--- src/hw/alu_pkg.sv ---
// Package with types and constants of the execution datapath
package alu_pkg;
  typedef enum logic [4:0] {
    signed_divide_op, compare_op, twos_complement_op, zero_extend_op,
    sign_extend_op, test_and_set_op, and_op, or_op, xor_op, not_op,
    arith_shift_left, arith_shift_right, logic_shift_left, logic_shift_right,
    rotate_left_plain, rotate_right_plain, rotate_left_with_carry,
    rotate_right_with_carry, bit_set_op, bit_clear_op, bit_invert_op,
    bit_test_op, carry_and_bit, carry_and_inverted_bit, carry_or_bit,
    carry_or_inverted_bit
  } alu_op_e;
  typedef enum logic [1:0] {size_byte, size_word, size_long} alu_size_e;
  typedef enum {st_idle, st_div} alu_state_e;
  // Register offsets
  localparam logic [3:0] ALU_ADDR_FLAGS = 4'h0;
  localparam logic [3:0] ALU_ADDR_RESULT = 4'h4;
  localparam logic [3:0] ALU_ADDR_STATUS = 4'h8;
  // Flag positions in the condition code register
  localparam int ALU_FLAG_C = 0;
  localparam int ALU_FLAG_V = 1;
  localparam int ALU_FLAG_Z = 2;
  localparam int ALU_FLAG_N = 3;
  // Status bit positions
  localparam int ALU_STAT_BUSY = 0;
  localparam int ALU_STAT_DIVZ = 1;
  // Reset values
  localparam logic [3:0] ALU_FLAGS_RESET = 4'h0;
  localparam logic [31:0] ALU_RESULT_RESET = 32'h0;
  // Divider step counts
  localparam logic [5:0] ALU_DIV_STEPS_B = 6'h10;
  localparam logic [5:0] ALU_DIV_STEPS_W = 6'h20;
  // Bit forced by test-and-set
  localparam int ALU_SET_BIT_POS = 7;
endpackage

--- src/hw/alu_core.sv ---
// Execution datapath for divide, compare, logic, shift and bit operations
// Operation
// - Signed divide, 16/8 or 32/16 bits
// - Compare subtracts, updates flags only
// - Negate is zero minus operand
// - Zero-extend low half, upper bits zero
// - Sign-extend low half, copy top bit
// - Test-and-set flags byte, sets bit seven
// - AND, OR, XOR into destination
// - Complement inverts every operand bit
// - Arithmetic shifts one or two, right shift keeps sign
// - Logical shifts insert zeros
// - Plain rotates wrap bits around
// - Rotate through carry as extra bit
// - Bit-set forces selected bit to one
// - Bit-clear forces selected bit to zero
// - Bit-invert toggles selected bit
// - Bit-test loads zero flag inverted
// - Carry ANDed with selected bit
// - Carry ANDed with inverted immediate bit
// - Carry ORed with selected bit
// - Carry ORed with inverted immediate bit
// - Sizes as each operation permits
`timescale 1ns/1ns
`default_nettype none
module alu_core
  import alu_pkg::*;
(
  // Clock and reset
  input wire logic clk,
  input wire logic nrst,
  // Operation request
  input wire logic op_valid,
  output logic op_ready,
  input wire alu_op_e op_code,
  input wire alu_size_e op_size,
  input wire logic shift_two,
  input wire logic bit_from_reg,
  input wire logic [2:0] bit_imm,
  input wire logic [31:0] dst_val,
  input wire logic [31:0] src_val,
  // Result
  output logic res_valid,
  output logic res_write,
  output logic [31:0] res_data,
  output logic [3:0] condition_code_reg,
  // Register port
  input wire logic [3:0] reg_addr,
  input wire logic [31:0] reg_wdata,
  input wire logic reg_wr,
  input wire logic reg_rd,
  output logic [31:0] reg_rdata
);
  typedef struct packed {
    alu_state_e st;
    logic [3:0] flags;
    logic [31:0] result;
    logic res_valid;
    logic res_write;
    logic [31:0] rdata;
    logic divz;
    logic [5:0] cnt;
    logic [31:0] div_q;
    logic [16:0] div_r;
    logic [15:0] div_d;
    logic div_byte;
    logic q_neg;
    logic r_neg;
    logic [31:0] div_dst;
  } alu_state_s;

  alu_state_s cur, nxt;

  wire logic taken = op_valid && (cur.st == st_idle);
  assign op_ready = (cur.st == st_idle);
  assign res_valid = cur.res_valid;
  assign res_write = cur.res_write;
  assign res_data = cur.result;
  assign condition_code_reg = cur.flags;
  assign reg_rdata = cur.rdata;

  always_comb begin
    int msb;
    logic [31:0] mask;
    logic [31:0] a;
    logic [31:0] b;
    logic [31:0] r;
    logic [32:0] diff;
    logic [3:0] f;
    logic c;
    logic nc;
    logic wr;
    logic [2:0] idx;
    logic bsel;
    logic [15:0] mag_d;
    logic [31:0] mag_n;
    logic [16:0] t;
    logic ge;
    logic [16:0] nr;
    logic [31:0] nq;
    logic [15:0] quo;
    logic [15:0] rem;
    msb = 7;
    mask = 32'h0000_00ff;
    a = 32'h0;
    b = 32'h0;
    r = 32'h0;
    diff = 33'h0;
    f = cur.flags;
    c = cur.flags[ALU_FLAG_C];
    nc = 1'b0;
    wr = 1'b0;
    idx = 3'h0;
    bsel = 1'b0;
    mag_d = 16'h0;
    mag_n = 32'h0;
    t = 17'h0;
    ge = 1'b0;
    nr = 17'h0;
    nq = 32'h0;
    quo = 16'h0;
    rem = 16'h0;
    nxt = cur;
    nxt.res_valid = 1'b0;
    nxt.rdata = 32'h0;
    // Register port
    if (reg_rd) begin
      case (reg_addr)
        ALU_ADDR_FLAGS: nxt.rdata = {28'h0, cur.flags};
        ALU_ADDR_RESULT: nxt.rdata = cur.result;
        ALU_ADDR_STATUS: nxt.rdata = {30'h0, cur.divz, cur.st != st_idle};
        default: nxt.rdata = 32'h0;
      endcase
    end
    if (reg_wr && reg_addr == ALU_ADDR_FLAGS) begin
      nxt.flags = reg_wdata[3:0];
    end
    // Operand width
    case (op_size)
      size_word: begin
        msb = 15;
        mask = 32'h0000_ffff;
      end
      size_long: begin
        msb = 31;
        mask = 32'hffff_ffff;
      end
      default: begin
        msb = 7;
        mask = 32'h0000_00ff;
      end
    endcase
    a = dst_val & mask;
    b = src_val & mask;
    idx = bit_from_reg ? src_val[2:0] : bit_imm;
    bsel = dst_val[idx];
    case (cur.st)
      st_div: begin
        t = {cur.div_r[15:0], cur.div_q[31]};
        ge = t >= {1'b0, cur.div_d};
        nr = ge ? t - {1'b0, cur.div_d} : t;
        nq = {cur.div_q[30:0], ge};
        nxt.div_r = nr;
        nxt.div_q = nq;
        nxt.cnt = cur.cnt - 6'h1;
        if (cur.cnt == 6'h1) begin
          quo = cur.q_neg ? 16'(-nq[15:0]) : nq[15:0];
          rem = cur.r_neg ? 16'(-nr[15:0]) : nr[15:0];
          if (cur.div_byte) begin
            nxt.result = {cur.div_dst[31:16], rem[7:0], quo[7:0]};
            nxt.flags[ALU_FLAG_N] = quo[7];
          end else begin
            nxt.result = {rem, quo};
            nxt.flags[ALU_FLAG_N] = quo[15];
          end
          nxt.flags[ALU_FLAG_Z] = 1'b0;
          nxt.res_valid = 1'b1;
          nxt.res_write = 1'b1;
          nxt.st = st_idle;
        end
      end
      default: begin
        if (taken) begin
          r = a;
          case (op_code)
            signed_divide_op: begin
              nxt.div_dst = dst_val;
              nxt.div_byte = (op_size == size_byte);
              if (op_size == size_byte) begin
                mag_d = src_val[7] ? {8'h0, 8'(-src_val[7:0])} : {8'h0, src_val[7:0]};
                mag_n = {dst_val[15] ? 16'(-dst_val[15:0]) : dst_val[15:0], 16'h0};
                nxt.q_neg = src_val[7] ^ dst_val[15];
                nxt.r_neg = dst_val[15];
                nxt.cnt = ALU_DIV_STEPS_B;
              end else begin
                mag_d = src_val[15] ? 16'(-src_val[15:0]) : src_val[15:0];
                mag_n = dst_val[31] ? 32'(-dst_val) : dst_val;
                nxt.q_neg = src_val[15] ^ dst_val[31];
                nxt.r_neg = dst_val[31];
                nxt.cnt = ALU_DIV_STEPS_W;
              end
              nxt.div_d = mag_d;
              nxt.div_q = mag_n;
              nxt.div_r = 17'h0;
              nxt.divz = (mag_d == 16'h0);
              if (mag_d == 16'h0) begin
                f[ALU_FLAG_Z] = 1'b1;
              end else begin
                nxt.st = st_div;
              end
            end
            compare_op, twos_complement_op: begin
              if (op_code == compare_op) begin
                diff = {1'b0, a} - {1'b0, b};
                f[ALU_FLAG_V] = (a[msb] != b[msb]) && (diff[msb] != a[msb]);
              end else begin
                diff = 33'h0 - {1'b0, a};
                f[ALU_FLAG_V] = a[msb] && diff[msb];
                r = diff[31:0];
                wr = 1'b1;
              end
              f[ALU_FLAG_C] = diff[msb+1];
              f[ALU_FLAG_N] = diff[msb];
              f[ALU_FLAG_Z] = (diff[31:0] & mask) == 32'h0;
            end
            zero_extend_op, sign_extend_op: begin
              if (op_size == size_word) begin
                r = {16'h0, {8{op_code == sign_extend_op && dst_val[7]}},
                     dst_val[7:0]};
              end else begin
                r = {{16{op_code == sign_extend_op && dst_val[15]}}, dst_val[15:0]};
              end
              wr = 1'b1;
            end
            test_and_set_op: begin
              f[ALU_FLAG_N] = dst_val[7];
              f[ALU_FLAG_Z] = dst_val[7:0] == 8'h0;
              f[ALU_FLAG_V] = 1'b0;
              f[ALU_FLAG_C] = 1'b0;
              mask = 32'h0000_00ff;
              r = {24'h0, dst_val[7:0]};
              r[ALU_SET_BIT_POS] = 1'b1;
              wr = 1'b1;
            end
            and_op: begin
              r = a & b;
              wr = 1'b1;
            end
            or_op: begin
              r = a | b;
              wr = 1'b1;
            end
            xor_op: begin
              r = a ^ b;
              wr = 1'b1;
            end
            not_op: begin
              r = ~a & mask;
              wr = 1'b1;
            end
            arith_shift_left, arith_shift_right, logic_shift_left, logic_shift_right,
            rotate_left_plain, rotate_right_plain, rotate_left_with_carry,
            rotate_right_with_carry: begin
              for (int i = 0; i < 2; i++) begin
                if (i == 0 || shift_two) begin
                  case (op_code)
                    arith_shift_left, logic_shift_left: begin
                      c = r[msb];
                      r = (r << 1) & mask;
                    end
                    arith_shift_right: begin
                      c = r[0];
                      r = (r >> 1) | (r & (32'h1 << msb));
                    end
                    logic_shift_right: begin
                      c = r[0];
                      r = r >> 1;
                    end
                    rotate_left_plain: begin
                      c = r[msb];
                      r = ((r << 1) & mask) | {31'h0, c};
                    end
                    rotate_right_plain: begin
                      c = r[0];
                      r = (r >> 1) | ({31'h0, c} << msb);
                    end
                    rotate_left_with_carry: begin
                      nc = r[msb];
                      r = ((r << 1) & mask) | {31'h0, c};
                      c = nc;
                    end
                    default: begin
                      nc = r[0];
                      r = (r >> 1) | ({31'h0, c} << msb);
                      c = nc;
                    end
                  endcase
                end
              end
              f[ALU_FLAG_C] = c;
              wr = 1'b1;
            end
            bit_set_op: begin
              r[idx] = 1'b1;
              wr = 1'b1;
            end
            bit_clear_op: begin
              r[idx] = 1'b0;
              wr = 1'b1;
            end
            bit_invert_op: begin
              r[idx] = ~r[idx];
              wr = 1'b1;
            end
            bit_test_op: f[ALU_FLAG_Z] = ~bsel;
            carry_and_bit: f[ALU_FLAG_C] = c & bsel;
            carry_and_inverted_bit: f[ALU_FLAG_C] = c & ~dst_val[bit_imm];
            carry_or_bit: f[ALU_FLAG_C] = c | bsel;
            carry_or_inverted_bit: f[ALU_FLAG_C] = c | ~dst_val[bit_imm];
            default: wr = 1'b0;
          endcase
          // N, Z and V flags of logic, complement, extend, shift and rotate operations
          if (op_code inside {and_op, or_op, xor_op, not_op, zero_extend_op,
                              sign_extend_op, arith_shift_left, arith_shift_right,
                              logic_shift_left, logic_shift_right, rotate_left_plain,
                              rotate_right_plain, rotate_left_with_carry,
                              rotate_right_with_carry}) begin
            f[ALU_FLAG_N] = r[msb];
            f[ALU_FLAG_Z] = (r & mask) == 32'h0;
            f[ALU_FLAG_V] = 1'b0;
          end
          if (op_code != signed_divide_op || nxt.divz) begin
            nxt.flags = f;
            nxt.res_valid = 1'b1;
            nxt.res_write = wr;
            nxt.result = wr ? ((dst_val & ~mask) | (r & mask)) : dst_val;
          end
        end
      end
    endcase
  end

  always_ff @(posedge clk or negedge nrst) begin
    if (!nrst) begin
      cur <= '{st: st_idle, flags: ALU_FLAGS_RESET, result: ALU_RESULT_RESET,
               div_r: 17'h0, div_d: 16'h0, cnt: 6'h0, default: '0};
    end else begin
      cur <= nxt;
    end
  end

  compare_nowrite_a: assert property (@(posedge clk) disable iff (!nrst)
    taken && op_code == compare_op |-> ##1 res_valid && !res_write && res_data == $past(dst_val))
    else $error("compare wrote a result");
  neg_value_a: assert property (@(posedge clk) disable iff (!nrst)
    taken && op_code == twos_complement_op && op_size == size_long
    |-> ##1 res_data == 32'(0 - $past(dst_val)))
    else $error("negate result wrong");
  zext_word_a: assert property (@(posedge clk) disable iff (!nrst)
    taken && op_code == zero_extend_op && op_size == size_word
    |-> ##1 res_data[15:0] == {8'h0, $past(dst_val[7:0])})
    else $error("zero extension wrong");
  sext_long_a: assert property (@(posedge clk) disable iff (!nrst)
    taken && op_code == sign_extend_op && op_size == size_long
    |-> ##1 res_data[31:16] == {16{$past(dst_val[15])}})
    else $error("sign extension wrong");
  test_set_a: assert property (@(posedge clk) disable iff (!nrst)
    taken && op_code == test_and_set_op |-> ##1 res_data[7] && res_write
    && condition_code_reg[ALU_FLAG_Z] == ($past(dst_val[7:0]) == 8'h0))
    else $error("test-and-set wrong");
  not_long_a: assert property (@(posedge clk) disable iff (!nrst)
    taken && op_code == not_op && op_size == size_long |-> ##1 res_data == ~$past(dst_val))
    else $error("complement wrong");
  bit_test_a: assert property (@(posedge clk) disable iff (!nrst)
    taken && op_code == bit_test_op && !bit_from_reg
    |-> ##1 condition_code_reg[ALU_FLAG_Z] == !$past(dst_val[bit_imm]))
    else $error("bit test flag wrong");
  shift_carry_a: assert property (@(posedge clk) disable iff (!nrst)
    taken && op_code == logic_shift_left && op_size == size_long && !shift_two
    |-> ##1 condition_code_reg[ALU_FLAG_C] == $past(dst_val[31]))
    else $error("shift carry wrong");
  div_latency_a: assert property (@(posedge clk) disable iff (!nrst)
    taken && op_code == signed_divide_op && op_size == size_byte && src_val[7:0] != 8'h0
    |-> ##1 (!res_valid && !op_ready) [*8] ##9 res_valid)
    else $error("divide latency wrong");
endmodule
`default_nettype wire

--- config.mk ---
export PLATFORM = sky130hd
export DESIGN_NAME = alu_core
export DESIGN_NICKNAME = d
export VERILOG_FILES = /design/src/hw/alu_pkg.sv /design/src/hw/alu_core.sv
export SDC_FILE = /design/constraint.sdc
export NUM_CORES = 1
export LEC_CHECK = 0
export ABC_AREA = 1
export BUFFER_PORTS_ARGS = -buffer_cell sky130_fd_sc_hd__buf_2
export CORE_MARGIN = 5
export CORE_UTILIZATION = 35
export DETAILED_ROUTE_END_ITERATION = 8
export PLACE_DENSITY_LB_ADDON = 0.3
export SETUP_SLACK_MARGIN = 0.4
export SKIP_LAST_GASP = 1
export SLEW_MARGIN = 20
export SYNTH_ARGS = -nofsm -noshare
export SYNTH_HDL_FRONTEND = slang
export SYNTH_SLANG_ARGS = --single-unit
export TNS_END_PERCENT = 1
--- constraint.sdc ---
create_clock -name clk -period 3.5 [get_ports clk]
set_input_delay 1.05 -clock clk [delete_from_list [all_inputs] [get_ports clk]]
set_output_delay 1.05 -clock clk [all_outputs]
set_load 0.02 [all_outputs]
==> results of run 1 <==
cell families (layout without fill, tap and decap cells):
logic type,Yosys count,count (layout),share of synthesized area (%)
AO/OA/AOI/OAI,635,635,18.2
XOR/XNOR,56,56,2.43
adder cells (fa/ha/maj),127,127,7.95
buffers and inverters,624,1373,13.3
flip-flops,161,161,20.0
multiplexers,1,1,0.0496
other,0,3,0
AND/OR/NAND/NOR,1822,1822,38.1
final cells by class:
class / instances / share of cell area (%)
Antenna cell: 3 / 0.0266
Timing Repair Buffer: 914 / 24.0
Clock inverter: 14 / 0.577
Sequential cell: 161 / 14.3
Inverter: 427 / 5.71
Multi-Input combinational cell: 2641 / 50.5
Tap cell: 765 / 3.40
Clock buffer: 18 / 1.56
power breakdown:
part / switching (uW) / internal, uW
logic: 4970 / 3000
clock network: 884 / 1040
registers: 451 / 2380
total: 6300 / 6420
critical path, cell delays in order:
cell	delay, ps
buf_8	90
clkinvlp_4	130
ha_4	370
buf_12	120
buf_16	120
nand2_8	50
ha_4	320
inv_4	50
a21oi_4	170
inv_2	60
a21oi_4	180
nand2_2	90
nand2_2	80
nand3_2	90
nand2_2	80
nand2_1	50
nor2_1	90
nand2_1	70
a21boi_1	130
nand4_1	170
buf_4	200
nand2_2	60
nand2_2	60
nand2_1	60
nand2_1	50
nand2_2	80
nand2_2	60
a21oi_2	120
stage by stage:
stage                     instances  worst slack, ps  TNS, ps
final                          4943             -391    -5590
after global routing           4940             -586   -12860
after CTS                      4936             -296    -2650
after detailed placement       4896            -1150   -29210
after global placement         4896            -1090   -28360
after floorplan                3426             -316    -1110
synthesized netlist by cell type (all sizes together), types with 2 or more instances:
cell       n  area [um^2]
a22oi     20          150
dfrtp    161         4030
xnor2      8         70.1
and3       2         12.5
nor4       9         92.6
a221oi     2         17.5
a211oi     5         37.5
nor2     381         1470
o22ai     28          175
nand2   1001         3790
o211ai    62          465
a21oi    160          805
o311ai    12          105
inv      416         1560
nand3b    10         75.1
o21bai     6         45.0
buf      117          778
o21ai    283         1420
a31oi      8         50.1
xor2      48          420
nand3    293         1490
fa         2         40.0
and2       2         12.5
ha       125         1560
nand4     55          350
a21o       6         45.0
o21a       8         60.1
nor3b      2         15.0
clkinv    11         41.3
a21boi     6         45.0
nor3      53          275
or2       14         87.6
o221ai    23          201
clkbuf    80          300
path summary, 6_finish.rpt:
kind,endpoint,slack (ps),cells past startpoint
setup / recovery,condition_code_reg[2],-390,28
hold / removal,cur[24],470,2
setup reg to reg,res_data[30],10,19
hold reg to reg,cur[24],470,2
max in group asynchronous,cur[24],2030,2
min in group asynchronous,cur[64],630,1
per-layer routing:
layer	global-route usage, %	share of wire (%)	vias up
li1	-	-	12634
met1	44.2	40	12477
met2	56.1	45	1378
met3	5.15	7.8	301
met4	18.8	6.9	6
met5	0	0.033	-
timing repair:
| action | CTS | global route |
|---|---|---|
| setup buffers | 7 | 4 |
| cloned | 1 | 0 |
| setup endpoints to repair | 54 | 60 |
| pin swaps | 30 | 33 |
| gates resized for setup | 100 | 45 |
==> impl_metrics.tcl, run 1 <==
set metrics [dict create \
    synth_fp_nets 3670 \
    fin_util_pct 49.1 \
    setup_viol 40 \
    portBuffers 159 \
    hp-class "register to register" \
    io_pins 188 \
    grt_pass1_vias 25267 \
    die_area_um2 62500 \
    worst_setup_path_end_kind "register" \
    syn_avg_cell_area_um2 5.89 \
    cts_buffers 17 \
    grt.total_usage_pct 34.5 \
    leakage_uw 0.0150 \
    worst_slack_ps -391 \
    num-fill-cells 6164 \
    clk_latency_ps 450 \
    status "finished with violations" \
    initial_utilization_pct 35.2 \
    dpl_cell_area_um2 27000 \
    crit_path_start_kind "input pin" \
    p_total_uw 12700 \
    critPathLaunch "op_size[0]" \
    clock_skew_ps 15.4 \
    ys.flop_type "dfrtp_1" \
    htreeDepth 4 \
    drtIter0Drc 2971 \
    via_per_inst 5.42 \
    cts_hold_buf 0 \
    worst_hold_slack_ps 475 \
    netlist_instances 3426 \
    worstMarginPinSlew_ps 717 \
    slew_headroom_pct 52.2 \
    gp_congestion 1.07 \
    clk_pin_slew_worst_paths_ps 80 \
    async_flop_share_pct 100 \
    die_h_um 250 \
    ant_nets 0 \
    drive_above_1_share_pct 27.8 \
    num_vias 26796 \
    dp_hpwl_um 94600 \
    clockBufferDepth 2 \
    layout_commonest_cell "nand2_1" \
    drt_pre_antenna_iters 8 \
    regArea_um2 4030 \
    fin_crit_ps 3890 \
    wl_um 113000 \
    flow.area_growth_from_synthesis_pct 39.8 \
    grt_pass1_wl_um 164000 \
    cap_violations 0 \
    rsz0062_at_grt "yes" \
    regMostFlops "cur" \
    drc 0 \
    final_cell_mix "949 x nand2_1, 730 x buf_4, 389 x inv_1" \
    max_freq_mhz 257 \
    multiInputGateArea_um2 14200 \
    timing.rr.start "cur[54]" \
    ys_types 60 \
    path_max_fanout 7 \
    yosys_warnings 0 \
    syn_area_um2 20200 \
    synth_edf_count 0 \
    largest_reg_flops 91 \
    wl_per_cell_um 23.0 \
    holdCritStartpoint "cur[24]" \
    failed_checks "setup timing" \
    ir_drop_uv 516 \
    worst-setup-path-type "input pin to register" \
    core_um2 57400 \
    final_max_slew_viol_count 0 \
    cts_sinks 161 \
    antenna_found_initial 3 \
    clock-root-buffer "clkbuf_16" \
    crit_required_ps 3880 \
    cts_tree "done" \
    p_per_area_nw_per_um2 451 \
    hold_viol_final 0 \
    overflow 0 \
    fin_area_um2 28200 \
    num_rows 88 \
    die_w_um 250 \
    yosys_register_bits 161 \
    ys_seq_area_share_pct 20.0 \
    nNetsFinal 4406 \
    cp_data_arrival_time_ps 4270 \
    final.period_utilization_pct 111 \
    grt_max_degree 74 \
]
(Power assumes the default switching activity.)
==> run 2, diff against run 1 <==
- PLACE_DENSITY: default -> 0.61
- PLACE_DENSITY_LB_ADDON: 0.3 -> default
==> run 2 against run 1 <==
  * The flow still finishes with violations (setup timing)
  * Final cell count about the same
  * Sequential power about the same
  * Global-route usage barely moved
  * Critical path type unchanged
  * Critical endpoint is now condition_code_reg[0]
  * Largest cell class unchanged
==> impl_metrics.tcl, run 2 (synthesized netlist as in run 1, its figures left out) <==
set metrics [dict create \
    overflow 0 \
    die_w_um 250 \
    hold_viol_final 0 \
    largest_reg_flops 91 \
    io_pins 188 \
    clock-root-buffer "clkbuf_16" \
    p_int_uw 6450 \
    final_max_slew_viol_count 0 \
    final.period_utilization_pct 113 \
    drive_above_1_share_pct 27.8 \
    ant_nets 0 \
    crit_path_start_kind "input pin" \
    comb_power_share_pct 62.3 \
    die_area_um2 62500 \
    hp-class "register to register" \
    switching_share_pct 49.0 \
    gp_congestion 1.08 \
    p_per_area_nw_per_um2 449 \
    fin_crit_ps 3960 \
    grt_max_degree 65 \
    drt_pre_antenna_iters 8 \
    core_um2 57400 \
    setup-tns-final_ps -4770 \
    max_freq_mhz 252 \
    antenna_found_initial 1 \
    grt_pass1_vias 25439 \
    status "finished with violations" \
    rsz0062_at_grt "yes" \
    slew_headroom_pct 54.4 \
    switching_power_uw 6200 \
    crit_required_ps 3830 \
    grt_pass1_wl_um 164000 \
    drc 0 \
    clockBufferDepth 2 \
    pwr-share-seq_pct 22.5 \
    die_h_um 250 \
    leakage_uw 0.0150 \
    wl_um 113000 \
    num_vias 26707 \
    wl_per_cell_um 22.9 \
    worst_slack_ps -461 \
    worst-setup-path-type "input pin to register" \
    layout_commonest_cell "nand2_1" \
    worstMarginPinSlew_ps 676 \
    clock_skew_ps 12.2 \
    initial_utilization_pct 35.2 \
    regMostFlops "cur" \
    final_cell_mix "950 x nand2_1, 727 x buf_4, 383 x inv_1" \
    clk_pin_slew_worst_paths_ps 70 \
    via_per_inst 5.41 \
    htreeDepth 4 \
    cp_data_arrival_time_ps 4290 \
    failed_checks "setup timing" \
    clkPwrFrac_pct 15.2 \
    cts_tree "done" \
    num_rows 88 \
    cap_violations 0 \
    flow.area_growth_from_synthesis_pct 39.7 \
    nNetsFinal 4405 \
    worst_setup_path_end_kind "register" \
    drtIter0Drc 3051 \
    ir_drop_uv 622 \
    grt.total_usage_pct 34.5 \
    dp_hpwl_um 94300 \
    cts_buffers 17 \
    dp_slack_ps -1080 \
    portBuffers 159 \
    clk_latency_ps 450 \
    cts_sinks 161 \
    path_max_fanout 6 \
    setup_viol 29 \
]
==> run 2: cell count changes in the layout (fill, tap and decap cells not counted), moves of 5 or more <==
cell	previous run	this run
nand3_2	16	9
o21ai_2	2	8
inv_1	389	383
nand3_1	275	282
inv_2	25	31
nor2_2	31	36
a21oi_2	13	8
==> run 2: worst paths after layout <==
kind                            start               endpoint  slack, ps  cells past startpoint
setup reg to reg              cur[49]            res_data[8]       -250                     16
hold reg to reg               cur[24]                cur[24]        480                      2
max in group asynchronous        nrst           res_data[22]       2070                      2
hold / removal                cur[24]                cur[24]        480                      2
min in group asynchronous        nrst          reg_rdata[13]        590                      1
setup / recovery           op_size[0]  condition_code_reg[0]       -460                     24
==> run 2: layer usage <==
layer	up-vias	GRT usage (%)	share of wire, %
met5	-	0	0
met4	0	18.2	6.7
met3	304	4.46	8.1
met2	1395	56.4	45
met1	12377	44.5	41
li1	12631	-	-
==> run 2: area by class of cell <==
| cell class | instances | area (um^2) |
|---|---|---|
| fill | 6135 | 29200 |
| multi-input combinational | 2641 | 14200 |
| timing repair buffer | 913 | 6780 |
| sequential | 161 | 4030 |
| inverter | 427 | 1610 |
| tap | 765 | 957 |
| clock buffer | 20 | 447 |
| clock inverter | 12 | 146 |
| antenna | 1 | 2.50 |
==> run 2: per-stage QoR <==
| step | total power (uW) | cell area, um^2 | utilization, % | cells | hold WS [ps] |
|---|---|---|---|---|---|
| 6_report | 12700 | 28200 | 49.1 | 4940 | 481 |
| 5_1_grt | 13500 | 28200 | 49.1 | 4939 | 508 |
| 4_1_cts | 12400 | 27900 | 48.6 | 4932 | 478 |
| 3_5_place_dp | 10400 | 27000 | 47.1 | 4894 | 462 |
| 3_3_place_gp | 10400 | 27000 | 47.1 | 4894 | 459 |
| 2_1_floorplan | 7240 | 20500 | - | 3426 | 443 |
==> run 2: power groups by stage <==
stage               sequential [uW]  combinational [uW]  clock [uW]
global route                   2910                8540        2010
CTS                            2850                7670        1930
floorplan                      2690                4560           0
global placement               2870                7520           0
finish                         2850                7890        1920
detailed placement             2870                7550           0
==> run 2: what timing repair did <==
action	in CTS	in global routing
endpoints found under the setup margin	51	55
pin swaps	31	39
setup buffers	6	7
hold buffers	0	0
gates resized for setup	70	83
==> run 2: worst max-delay path, stage by stage <==
cell and delay [ps]:
buf_8 90, clkinvlp_4 80, buf_6 120, ha_4 330, buf_8 150, buf_6 140
nand2_4 70, ha_4 310, inv_2 60, a21oi_4 140, inv_2 60, a21oi_4 170
o21ai_1 160, inv_1 80, nand2_1 80, a21oi_1 120, o21ai_0 140, nand2_1 160
o21ai_0 100, o22ai_1 210, buf_4 170, nand2_1 40, o21ai_0 170, a21oi_1 90
